[src/uart_rx_pkg.sv]
// Behaviour
// RL1: receive_complete_flag is one while unread data sits in the buffer, zero when empty.
// RL2: clearing receive_enable_bit flushes the buffer, so receive_complete_flag drops.
// RL3: interrupt requested while irq enable, receive_complete_flag and global enable are set.
// RL4: an interrupt reader must read data_buffer_register in its handler.
// RL5: error flags travel with their frame; reading the data advances the buffer.
// RL6: software writes to the error flag bits of ctrl_status_a are ignored.
// RL7: no interrupt comes from frame, overrun or parity error flags.
// RL8: frame_error_flag is zero if first stop bit read one, else one.
// RL9: only the first stop bit is checked, whatever stop_bit_select says.
// RL10: overrun set on start bit while buffer holds two and shifter holds one.
// RL11: overrun cleared when a frame moves from shifter into the buffer.
// RL12: parity_error_flag reads zero while parity checking is disabled.
// RL13: parity_enable_bit turns checking on, parity_odd_select picks odd or even.
// RL14: parity of data bits compared to parity bit, result stored with frame.
// RL15: parity error only if checking was on for that frame; valid until read.
// RL16: clearing receive_enable_bit stops reception at once and releases the input pin.
// RL17: software flushes by reading data until receive_complete_flag reads zero.
// RL18: input sampled at sixteen times the baud rate, eight with double_speed_bit.
// RL19: start detection begins on a high to low edge; first low is sample 1.
// RL20: start validated with samples 8, 9, 10, or 4, 5, 6 in double speed.
// RL21: majority high among the three samples rejects the start as noise.
// RL22: sampling phase resynchronises on each valid start, then data recovery begins.
// RL23: each data, parity and stop bit is a majority vote of three centre samples.
// RL24: after the first stop bit the frame moves from shifter to buffer.
// RL25: while disabled, start detector and sample counter are held idle.
package uart_rx_pkg;

   ////////////////////////////////////////////////////////////////////////////
   // register map, byte addresses
   localparam logic [7:0] DATA_OFS = 8'h00;
   localparam logic [7:0] CSA_OFS = 8'h04;
   localparam logic [7:0] CSB_OFS = 8'h08;
   localparam logic [7:0] CSC_OFS = 8'h0c;
   localparam logic [7:0] BAUD_OFS = 8'h10;

   // field positions
   localparam int CSA_RXC = 7;
   localparam int CSA_FE = 4;
   localparam int CSA_DOR = 3;
   localparam int CSA_PE = 2;
   localparam int CSA_U2X = 1;
   localparam int CSB_RXCIE = 7;
   localparam int CSB_RXEN = 4;
   localparam int CSB_RXB8 = 1;
   localparam int CSC_PEN = 5;
   localparam int CSC_PODD = 4;
   localparam int CSC_STOP2 = 3;

   // reset values
   localparam logic [2:0] SIZE_RST = 3'h3;
   localparam logic [11:0] BAUD_RST = 12'h000;

   // buffer entry layout
   localparam int ENT_W = 12;
   localparam int ENT_PE = 9;
   localparam int ENT_DOR = 10;
   localparam int ENT_FE = 11;

   // sampling
   localparam logic [4:0] SPB_NORMAL = 5'h10;
   localparam logic [4:0] SPB_DOUBLE = 5'h08;
   localparam logic [4:0] VOTE_FIRST_NORMAL = 5'h08;
   localparam logic [4:0] VOTE_FIRST_DOUBLE = 5'h04;
   localparam logic [4:0] VOTE_LAST_NORMAL = 5'h0a;
   localparam logic [4:0] VOTE_LAST_DOUBLE = 5'h06;

   typedef enum logic [2:0] {ST_IDLE, ST_START, ST_DATA, ST_PARITY, ST_STOP} rx_state_t;

endpackage

[src/uart_rx.sv]
`timescale 1ns/100ps
module uart_rx import uart_rx_pkg::*; #(
   parameter int BUF_DEPTH = 2,
   parameter int BAUD_W = 12
) (
   input wire logic clk_i,
   input wire logic rst_i,
   input wire logic cyc_i,
   input wire logic stb_i,
   input wire logic we_i,
   input wire logic [7:0] adr_i,
   input wire logic [3:0] sel_i,
   input wire logic [31:0] dat_i,
   output logic [31:0] dat_o,
   output logic ack_o,
   input wire logic rx_i,
   input wire logic gie_i,
   output logic rx_irq_o,
   output logic rx_override_o
);

   localparam int PW = (BUF_DEPTH > 1) ? $clog2(BUF_DEPTH) : 1;
   localparam int CW = $clog2(BUF_DEPTH + 1);

   if (BUF_DEPTH < 2 || (BUF_DEPTH & (BUF_DEPTH - 1)) != 0 || BAUD_W < 9 || BAUD_W > 16) begin : g_chk
      $error("uart_rx: BUF_DEPTH must be a power of two >= 2, BAUD_W 9..16");
   end

   ////////////////////////////////////////////////////////////////////////////
   // declarations
   logic ack_q;
   logic [31:0] dat_q;
   logic irq_q;
   logic ovr_q;
   logic rxcie_q;
   logic en_q;
   logic u2x_q;
   logic pen_q;
   logic podd_q;
   logic stop2_q;
   logic [2:0] size_q;
   logic [BAUD_W-1:0] baud_q;
   logic [BAUD_W-1:0] div_q;
   rx_state_t state_q;
   logic [4:0] smp_q;
   logic [3:0] idx_q;
   logic last_q;
   logic [1:0] v_q;
   logic [8:0] shift_q;
   logic par_q;
   logic pen_frame_q;
   logic podd_frame_q;
   logic pend_v_q;
   logic [ENT_W-1:0] pend_q;
   logic dor_q;
   logic [ENT_W-1:0] mem_q [BUF_DEPTH];
   logic [PW-1:0] wp_q;
   logic [PW-1:0] rp_q;
   logic [CW-1:0] cnt_q;

   logic req_w;
   logic wr_w;
   logic rd_w;
   logic pop_w;
   logic tick_w;
   logic [4:0] spb_w;
   logic [4:0] vfirst_w;
   logic [4:0] vlast_w;
   logic decide_w;
   logic bit_end_w;
   logic bit_w;
   logic start_ok_w;
   logic done_w;
   logic full_w;
   logic xfer_w;
   logic dor_set_w;
   logic rxc_w;
   logic [ENT_W-1:0] head_w;
   logic [3:0] nbits_w;
   logic [7:0] csa_w;
   logic [7:0] csb_w;
   logic [7:0] csc_w;

   function automatic logic [3:0] size_bits(input logic [2:0] code);
      logic [3:0] n;
      unique case (code)
         3'h0: n = 4'h5;
         3'h1: n = 4'h6;
         3'h2: n = 4'h7;
         3'h7: n = 4'h9;
         default: n = 4'h8;
      endcase
      return n;
   endfunction

   ////////////////////////////////////////////////////////////////////////////
   // wishbone slave
   assign req_w = cyc_i & stb_i & ~ack_q;
   assign wr_w = req_w & we_i;
   assign rd_w = req_w & ~we_i;
   assign pop_w = rd_w & (adr_i == DATA_OFS) & rxc_w; // see RL5

   always_ff @(posedge clk_i) begin
      if (rst_i) begin
         ack_q <= 1'b0;
      end else begin
         ack_q <= req_w;
      end
   end

   always_ff @(posedge clk_i) begin
      if (rst_i) begin
         dat_q <= 32'h0000_0000;
      end else if (rd_w) begin
         unique case (adr_i)
            DATA_OFS: dat_q <= {24'h00_0000, rxc_w ? head_w[7:0] : 8'h00};
            CSA_OFS: dat_q <= {24'h00_0000, csa_w};
            CSB_OFS: dat_q <= {24'h00_0000, csb_w};
            CSC_OFS: dat_q <= {24'h00_0000, csc_w};
            BAUD_OFS: dat_q <= 32'(baud_q);
            default: dat_q <= 32'h0000_0000;
         endcase
      end
   end

   assign dat_o = dat_q;
   assign ack_o = ack_q;

   // error flags only show for a frame that is really there
   always_comb begin
      csa_w = 8'h00;
      csa_w[CSA_RXC] = rxc_w; // see RL1
      csa_w[CSA_FE] = rxc_w & head_w[ENT_FE]; // see RL8
      csa_w[CSA_DOR] = rxc_w & head_w[ENT_DOR];
      csa_w[CSA_PE] = rxc_w & pen_q & head_w[ENT_PE]; // see RL12
      csa_w[CSA_U2X] = u2x_q;
      csb_w = 8'h00;
      csb_w[CSB_RXCIE] = rxcie_q;
      csb_w[CSB_RXEN] = en_q;
      csb_w[CSB_RXB8] = rxc_w & head_w[8];
      csc_w = {2'b00, pen_q, podd_q, stop2_q, size_q};
   end

   ////////////////////////////////////////////////////////////////////////////
   // control registers
   always_ff @(posedge clk_i) begin
      if (rst_i) begin
         u2x_q <= 1'b0;
         rxcie_q <= 1'b0;
         en_q <= 1'b0;
         pen_q <= 1'b0;
         podd_q <= 1'b0;
         stop2_q <= 1'b0;
         size_q <= SIZE_RST;
      end else if (wr_w && sel_i[0]) begin
         unique case (adr_i)
            CSA_OFS: u2x_q <= dat_i[CSA_U2X]; // see RL6
            CSB_OFS: begin
               rxcie_q <= dat_i[CSB_RXCIE];
               en_q <= dat_i[CSB_RXEN];
            end
            CSC_OFS: begin
               pen_q <= dat_i[CSC_PEN]; // see RL13
               podd_q <= dat_i[CSC_PODD];
               stop2_q <= dat_i[CSC_STOP2];
               size_q <= dat_i[2:0];
            end
            default: ;
         endcase
      end
   end

   always_ff @(posedge clk_i) begin
      if (rst_i) begin
         baud_q <= BAUD_W'(BAUD_RST);
      end else if (wr_w && adr_i == BAUD_OFS) begin
         if (sel_i[0]) begin
            baud_q[7:0] <= dat_i[7:0];
         end
         if (sel_i[1]) begin
            baud_q[BAUD_W-1:8] <= dat_i[BAUD_W-1:8];
         end
      end
   end

   ////////////////////////////////////////////////////////////////////////////
   // sample tick
   assign tick_w = en_q & (div_q == baud_q);

   always_ff @(posedge clk_i) begin
      if (rst_i || !en_q || tick_w) begin
         div_q <= '0;
      end else begin
         div_q <= BAUD_W'(div_q + 1'b1);
      end
   end

   ////////////////////////////////////////////////////////////////////////////
   // clock and data recovery
   assign spb_w = u2x_q ? SPB_DOUBLE : SPB_NORMAL; // see RL18
   assign vfirst_w = u2x_q ? VOTE_FIRST_DOUBLE : VOTE_FIRST_NORMAL; // see RL20
   assign vlast_w = u2x_q ? VOTE_LAST_DOUBLE : VOTE_LAST_NORMAL;
   assign decide_w = (smp_q == vlast_w);
   assign bit_end_w = (smp_q == spb_w);
   assign bit_w = (v_q[1] & v_q[0]) | (v_q[1] & rx_i) | (v_q[0] & rx_i); // see RL23
   assign nbits_w = size_bits(size_q);
   assign start_ok_w = tick_w & (state_q == ST_START) & decide_w & ~bit_w;
   assign done_w = tick_w & (state_q == ST_STOP) & decide_w;

   always_ff @(posedge clk_i) begin
      if (rst_i || !en_q) begin
         state_q <= ST_IDLE; // see RL25
         smp_q <= 5'h01;
         idx_q <= 4'h0;
         last_q <= 1'b1;
         v_q <= 2'b00;
      end else if (tick_w) begin
         if (state_q == ST_IDLE) begin
            last_q <= rx_i;
            if (last_q && !rx_i) begin
               state_q <= ST_START; // see RL19
               // first low sample is already taken, next one is sample 2
               smp_q <= 5'h02;
            end
         end else begin
            smp_q <= bit_end_w ? 5'h01 : 5'(smp_q + 5'h01);
            if (smp_q == vfirst_w || smp_q == 5'(vfirst_w + 5'h01)) begin
               v_q <= {v_q[0], rx_i};
            end
            unique case (state_q)
               ST_START: begin
                  if (decide_w && bit_w) begin
                     state_q <= ST_IDLE; // see RL21
                     last_q <= 1'b1;
                  end else if (bit_end_w) begin
                     state_q <= ST_DATA; // see RL22
                     idx_q <= 4'h0;
                  end
               end
               ST_DATA: begin
                  if (bit_end_w) begin
                     if (idx_q == 4'(nbits_w - 4'h1)) begin
                        state_q <= pen_frame_q ? ST_PARITY : ST_STOP;
                     end else begin
                        idx_q <= 4'(idx_q + 4'h1);
                     end
                  end
               end
               ST_PARITY: begin
                  if (bit_end_w) begin
                     state_q <= ST_STOP;
                  end
               end
               ST_STOP: begin
                  if (decide_w) begin
                     state_q <= ST_IDLE; // see RL9
                     last_q <= bit_w;
                  end
               end
               default: state_q <= ST_IDLE;
            endcase
         end
      end
   end

   always_ff @(posedge clk_i) begin
      if (rst_i) begin
         shift_q <= 9'h000;
         par_q <= 1'b0;
         pen_frame_q <= 1'b0;
         podd_frame_q <= 1'b0;
      end else if (tick_w) begin
         if (state_q == ST_IDLE && last_q && !rx_i) begin
            shift_q <= 9'h000;
            pen_frame_q <= pen_q; // see RL15
            podd_frame_q <= podd_q;
         end else if (decide_w && state_q == ST_DATA) begin
            shift_q[idx_q] <= bit_w;
         end else if (decide_w && state_q == ST_PARITY) begin
            par_q <= bit_w;
         end
      end
   end

   ////////////////////////////////////////////////////////////////////////////
   // shift register hold, overrun and receive buffer
   assign rxc_w = (cnt_q != '0);
   assign full_w = (cnt_q == CW'(BUF_DEPTH));
   assign xfer_w = pend_v_q & (~full_w | pop_w);
   assign dor_set_w = start_ok_w & full_w & pend_v_q; // see RL10
   assign head_w = mem_q[rp_q];

   always_ff @(posedge clk_i) begin
      if (rst_i || !en_q) begin
         pend_v_q <= 1'b0;
         pend_q <= '0;
      end else if (done_w && (!pend_v_q || xfer_w)) begin
         pend_v_q <= 1'b1; // see RL24
         pend_q[8:0] <= shift_q;
         pend_q[ENT_FE] <= ~bit_w; // see RL8
         pend_q[ENT_DOR] <= 1'b0;
         pend_q[ENT_PE] <= pen_frame_q & (^shift_q ^ par_q ^ podd_frame_q); // see RL14
      end else if (xfer_w) begin
         pend_v_q <= 1'b0;
      end
   end

   always_ff @(posedge clk_i) begin
      if (rst_i || !en_q) begin
         dor_q <= 1'b0;
      end else if (dor_set_w) begin
         dor_q <= 1'b1;
      end else if (xfer_w) begin
         dor_q <= 1'b0; // see RL11
      end
   end

   always_ff @(posedge clk_i) begin
      if (rst_i || !en_q) begin
         wp_q <= '0;
         rp_q <= '0;
         cnt_q <= '0; // see RL2
      end else begin
         if (xfer_w) begin
            wp_q <= PW'(wp_q + 1'b1);
         end
         if (pop_w) begin
            rp_q <= PW'(rp_q + 1'b1); // see RL5
         end
         cnt_q <= CW'(cnt_q + CW'(xfer_w) - CW'(pop_w));
      end
   end

   always_ff @(posedge clk_i) begin
      if (xfer_w) begin
         mem_q[wp_q] <= {pend_q[ENT_FE], dor_q | dor_set_w, pend_q[ENT_PE:0]};
      end
   end

   ////////////////////////////////////////////////////////////////////////////
   // interrupt request and pin override
   always_ff @(posedge clk_i) begin
      if (rst_i) begin
         irq_q <= 1'b0;
         ovr_q <= 1'b0;
      end else begin
         irq_q <= rxcie_q & rxc_w & gie_i; // see RL3, RL7
         ovr_q <= en_q; // see RL16
      end
   end

   assign rx_irq_o = irq_q;
   assign rx_override_o = ovr_q;
endmodule

[config.mk]
export PLATFORM = sky130hd
export DESIGN_NAME = uart_rx
export DESIGN_NICKNAME = d
export VERILOG_FILES = /design/src/uart_rx_pkg.sv /design/src/uart_rx.sv
export SDC_FILE = /design/constraint.sdc
export NUM_CORES = 1
export LEC_CHECK = 0
export BUFFER_PORTS_ARGS = -buffer_cell sky130_fd_sc_hd__clkbuf_2
export CORE_MARGIN = 8
export CORE_UTILIZATION = 56
export CTS_BUF_LIST = sky130_fd_sc_hd__clkbuf_16
export DETAILED_ROUTE_END_ITERATION = 8
export PLACE_DENSITY = 0.85
export SLEW_MARGIN = 10
export SYNTH_ARGS = -nofsm -noshare
export SYNTH_HDL_FRONTEND = slang
export SYNTH_SLANG_ARGS = --single-unit
[constraint.sdc]
create_clock -name clk_i -period 6.12 [get_ports clk_i]
set_input_delay 0.306 -clock clk_i [delete_from_list [all_inputs] [get_ports clk_i]]
set_output_delay 0.306 -clock clk_i [all_outputs]
set_load 0.05 [all_outputs]
==> impl_metrics.env <==
export IMPL_net_switching_power_mw=0.4481
export IMPL_clk_latency_ns=0.42
export IMPL_dieArea_sq_um=13510
export IMPL_vias_per_cell=5.812
export IMPL_p_sw_share_pct=24.36
export IMPL_fp_coreArea_sq_um=9774
export IMPL_drv_slew=0
export IMPL_ir_drop_uv=185.0
export IMPL_hold_viol=0
export IMPL_grt_antenna_before_repair=0
export IMPL_crit_path_max_incr_delay_ns=0.94
export IMPL_cts_sinks=117
export IMPL_hold_depth=3
export IMPL_fin_nets=688
export IMPL_worstPathArrival_ns=3.34
export IMPL_synth_edff_count=24
export IMPL_synth_top_flop_cell="dfxtp_1"
export IMPL_cts_max_path_buffers=2
export IMPL_start_util_pct=57.57
export IMPL_met2_usage_pct=34.09
export IMPL_first_iter_violations=365
export IMPL_wire_per_inst_um=16.97
export IMPL_synth_cells=586
export IMPL_io_buffer_count=43
export IMPL_grt_overflow=0
export IMPL_fin_skew_ns=0.008167
export IMPL_final_setup_viol_count=0
export IMPL_power_share_combinational_pct=3.8
export IMPL_path_buf_inv=0
export IMPL_cts_made_buffers=17
export IMPL_clkTransAtPathRegs_ns=0.06
export IMPL_p_per_area_nw_per_um2=286.0
export IMPL_gr_usage_all_layers_pct=20.35
export IMPL_drt_pass1_iter_count=5
export IMPL_fillers=742
export IMPL_cp_depth=6
export IMPL_path_max_fanout=17
export IMPL_ys_warn_count=0
export IMPL_post_route_min_period_ns=3.045
export IMPL_slowest_stage="nor4_4"
export IMPL_p_clk_share_pct=53.5
export IMPL_fin_tns_setup_ns=0
export IMPL_yosysTopAreaCell="dfxtp_1"
export IMPL_status="completed"
export IMPL_cts_setup_buffers=0
export IMPL_worstPathCellList="xnor2_1 > nand4_1 > or4_1 > nor4_4 > mux2i_1 > nor2_1"
export IMPL_p_int_mw=1.392
export IMPL_clock_root_buffer="clkbuf_16"
export IMPL_fmax_mhz=328.4
export IMPL_rsz0062_at_grt="false"
export IMPL_numPlacedInstances=740
export IMPL_gp_congestion=0.8211
export IMPL_synth_top_area_share_pct=33.09
export IMPL_synth_area_sq_um=5627
export IMPL_htree_num_levels=4
export IMPL_synth_seq_cells=117
export IMPL_final_cells=772
export IMPL_crit_path_start_kind="register"
export IMPL_fp_dieW_um=116.2
export IMPL_route_detailed_drc=0
export IMPL_required_ns=6.42
export IMPL_postRouteWirelength_um=13100
export IMPL_synthTopCellsByArea="dfxtp_1 33%, edfxtp_1 13%, mux2i_1 9.8%"
export IMPL_p_leak_nw=2.382
export IMPL_async_reset_ff_share_pct=0
export IMPL_routed_via_count=4487
export IMPL_grt_max_degree=41
export IMPL_final_common_cell="dfxtp_1"
export IMPL_pre_cts_slack_ns=3.124
export IMPL_max_slew_worst_pin_slew_ns=1.048
export IMPL_avgSynthCellArea_sq_um=9.602
export IMPL_layout_cells_most_common_list="93 x dfxtp_1, 85 x nor2_1, 55 x mux2i_1, 43 x nand2_1, 43 x clkbuf_2"
export IMPL_netlist_cell_type_count=65
export IMPL_use_met1_pct=23.71
export IMPL_grt_pass1_wl_um=21400
export IMPL_drive_gt1_share_pct=14.40
export IMPL_cap_viol_max_count=0
export IMPL_crit_type="reg -> reg"
export IMPL_cts_resized=0
export IMPL_cts_tree="built"
export IMPL_chipHeight_um=116.2
export IMPL_grt_pass1_vias=4416
export IMPL_grtUsageMet3_pct=5.688
export IMPL_ys_seq_area_share_pct=45.90
export IMPL_io_pins=86
export IMPL_num_rows=36
export IMPL_grt_busiest_layer="met2"
export IMPL_min_path_type="in -> reg"
export IMPL_dp_hpwl_um=9111
export IMPL_relSlewSlack_pct=29.86
export IMPL_diodes=0
export IMPL_period_share_pct=49.76
export IMPL_syn_to_final_growth_pct=14.32
export IMPL_power_frac_seq_pct=42.8
export IMPL_setup_ws_ns=3.075
export IMPL_ant_nets=0
export IMPL_reg2reg_depth=6
export IMPL_hold_buffers=0
export IMPL_cp_end_kind="register"
export IMPL_hold_ws_ns=0.1130
export IMPL_cp_top_family="simple AND/OR/NAND/NOR gates"
[worst paths after layout]
path / startpoint / to / slack [ns]
worst min-delay path: gie_i / rx_irq_o$_SDFF_PP0_ / 0.11
worst max register to register: div_q[0]$_SDFF_PP0_ / pend_q[1]$_SDFFE_PP0P_ / 3.07
worst max-delay path: div_q[0]$_SDFF_PP0_ / pend_q[1]$_SDFFE_PP0P_ / 3.07
worst min register to register: pend_q[8]$_SDFFE_PP0P_ / mem_q[0][8]$_DFFE_PP_ / 0.46
[area by class of cell]
cell class | count | area, sq um | share of cell area (%)
clock buffers | 18 | 450.4 | 7.003
clock inverters | 14 | 140.1 | 2.179
inverters | 13 | 48.80 | 0.7586
multi-input cells | 432 | 2814 | 43.75
flip-flops and latches | 117 | 2582 | 40.15
well taps | 133 | 166.4 | 2.587
repair buffers | 45 | 230.2 | 3.579
[logic make-up (layout without fill, tap and decap cells)]
family,Yosys count,count (layout),synth area share (%)
AO/OA/AOI/OAI,75,75,9.385
XOR/XNOR,39,39,6.071
adder cells (fa/ha/maj),11,11,2.446
buffers and inverters,56,90,5.359
flip-flops,117,117,45.90
multiplexers,58,58,10.58
other,1,20,0.06665
AND/OR/NAND/NOR,229,229,20.19
[synthesized netlist by cell type (9+ instances only)]
| cell type | number |
|---|---|
| and3_1 | 9 |
| a21oi_1 | 18 |
| clkbuf_1 | 13 |
| mux2i_1 | 55 |
| o21ai_0 | 12 |
| nor2_1 | 85 |
| inv_1 | 12 |
| nand3_1 | 22 |
| xor2_1 | 12 |
| xnor2_1 | 27 |
| nand2_1 | 43 |
| buf_4 | 21 |
| dfxtp_1 | 93 |
| nor3_1 | 17 |
| edfxtp_1 | 24 |
| nand2b_1 | 9 |
| ha_1 | 11 |
[power by group through the flow]
stage | Combinational, mW | Clock [mW] | Sequential (mW)
after floorplan | 0.0532 | 0 | 0.809
after detailed placement | 0.0675 | 0 | 0.803
after global routing | 0.0734 | 1.03 | 0.786
after global placement | 0.0666 | 0 | 0.803
after CTS | 0.0681 | 0.986 | 0.787
final | 0.0692 | 0.984 | 0.787
[sequential cells by signal, summed over array words and instances (netlist names), 2 cells and up, named ones only]
register and cells:
mem_q 24, baud_q 12, dat_o 12, div_q 12
pend_q 11, shift_q 9, smp_q 5, idx_q 4
size_q 3, state_q 3, cnt_q 2, v_q 2
[metal layers]
layer | routed length [um] | share of wire (%)
met5 | 0 | 0
met1 | 5240 | 40
met2 | 6448 | 49
met3 | 1087 | 8.3
met4 | 323 | 2.5
[metrics by stage]
step	util [%]	cell area, sq um	power [mW]
floorplan	-	5698	0.8626
global placement	59.77	5842	0.8698
detailed placement	59.77	5842	0.8708
CTS	65.81	6432	1.841
global route	65.81	6432	1.885
finish	65.81	6432	1.840
[worst reg2reg max path: cells and delay by family (launching register included)]
| family | cells | cell delay (ns) |
|---|---|---|
| simple gates | 4 | 2.02 |
| flops | 1 | 0.43 |
| mux | 1 | 0.32 |
| xor+xnor | 1 | 0.15 |
Note: power is estimated with default switching activity, not from simulation.
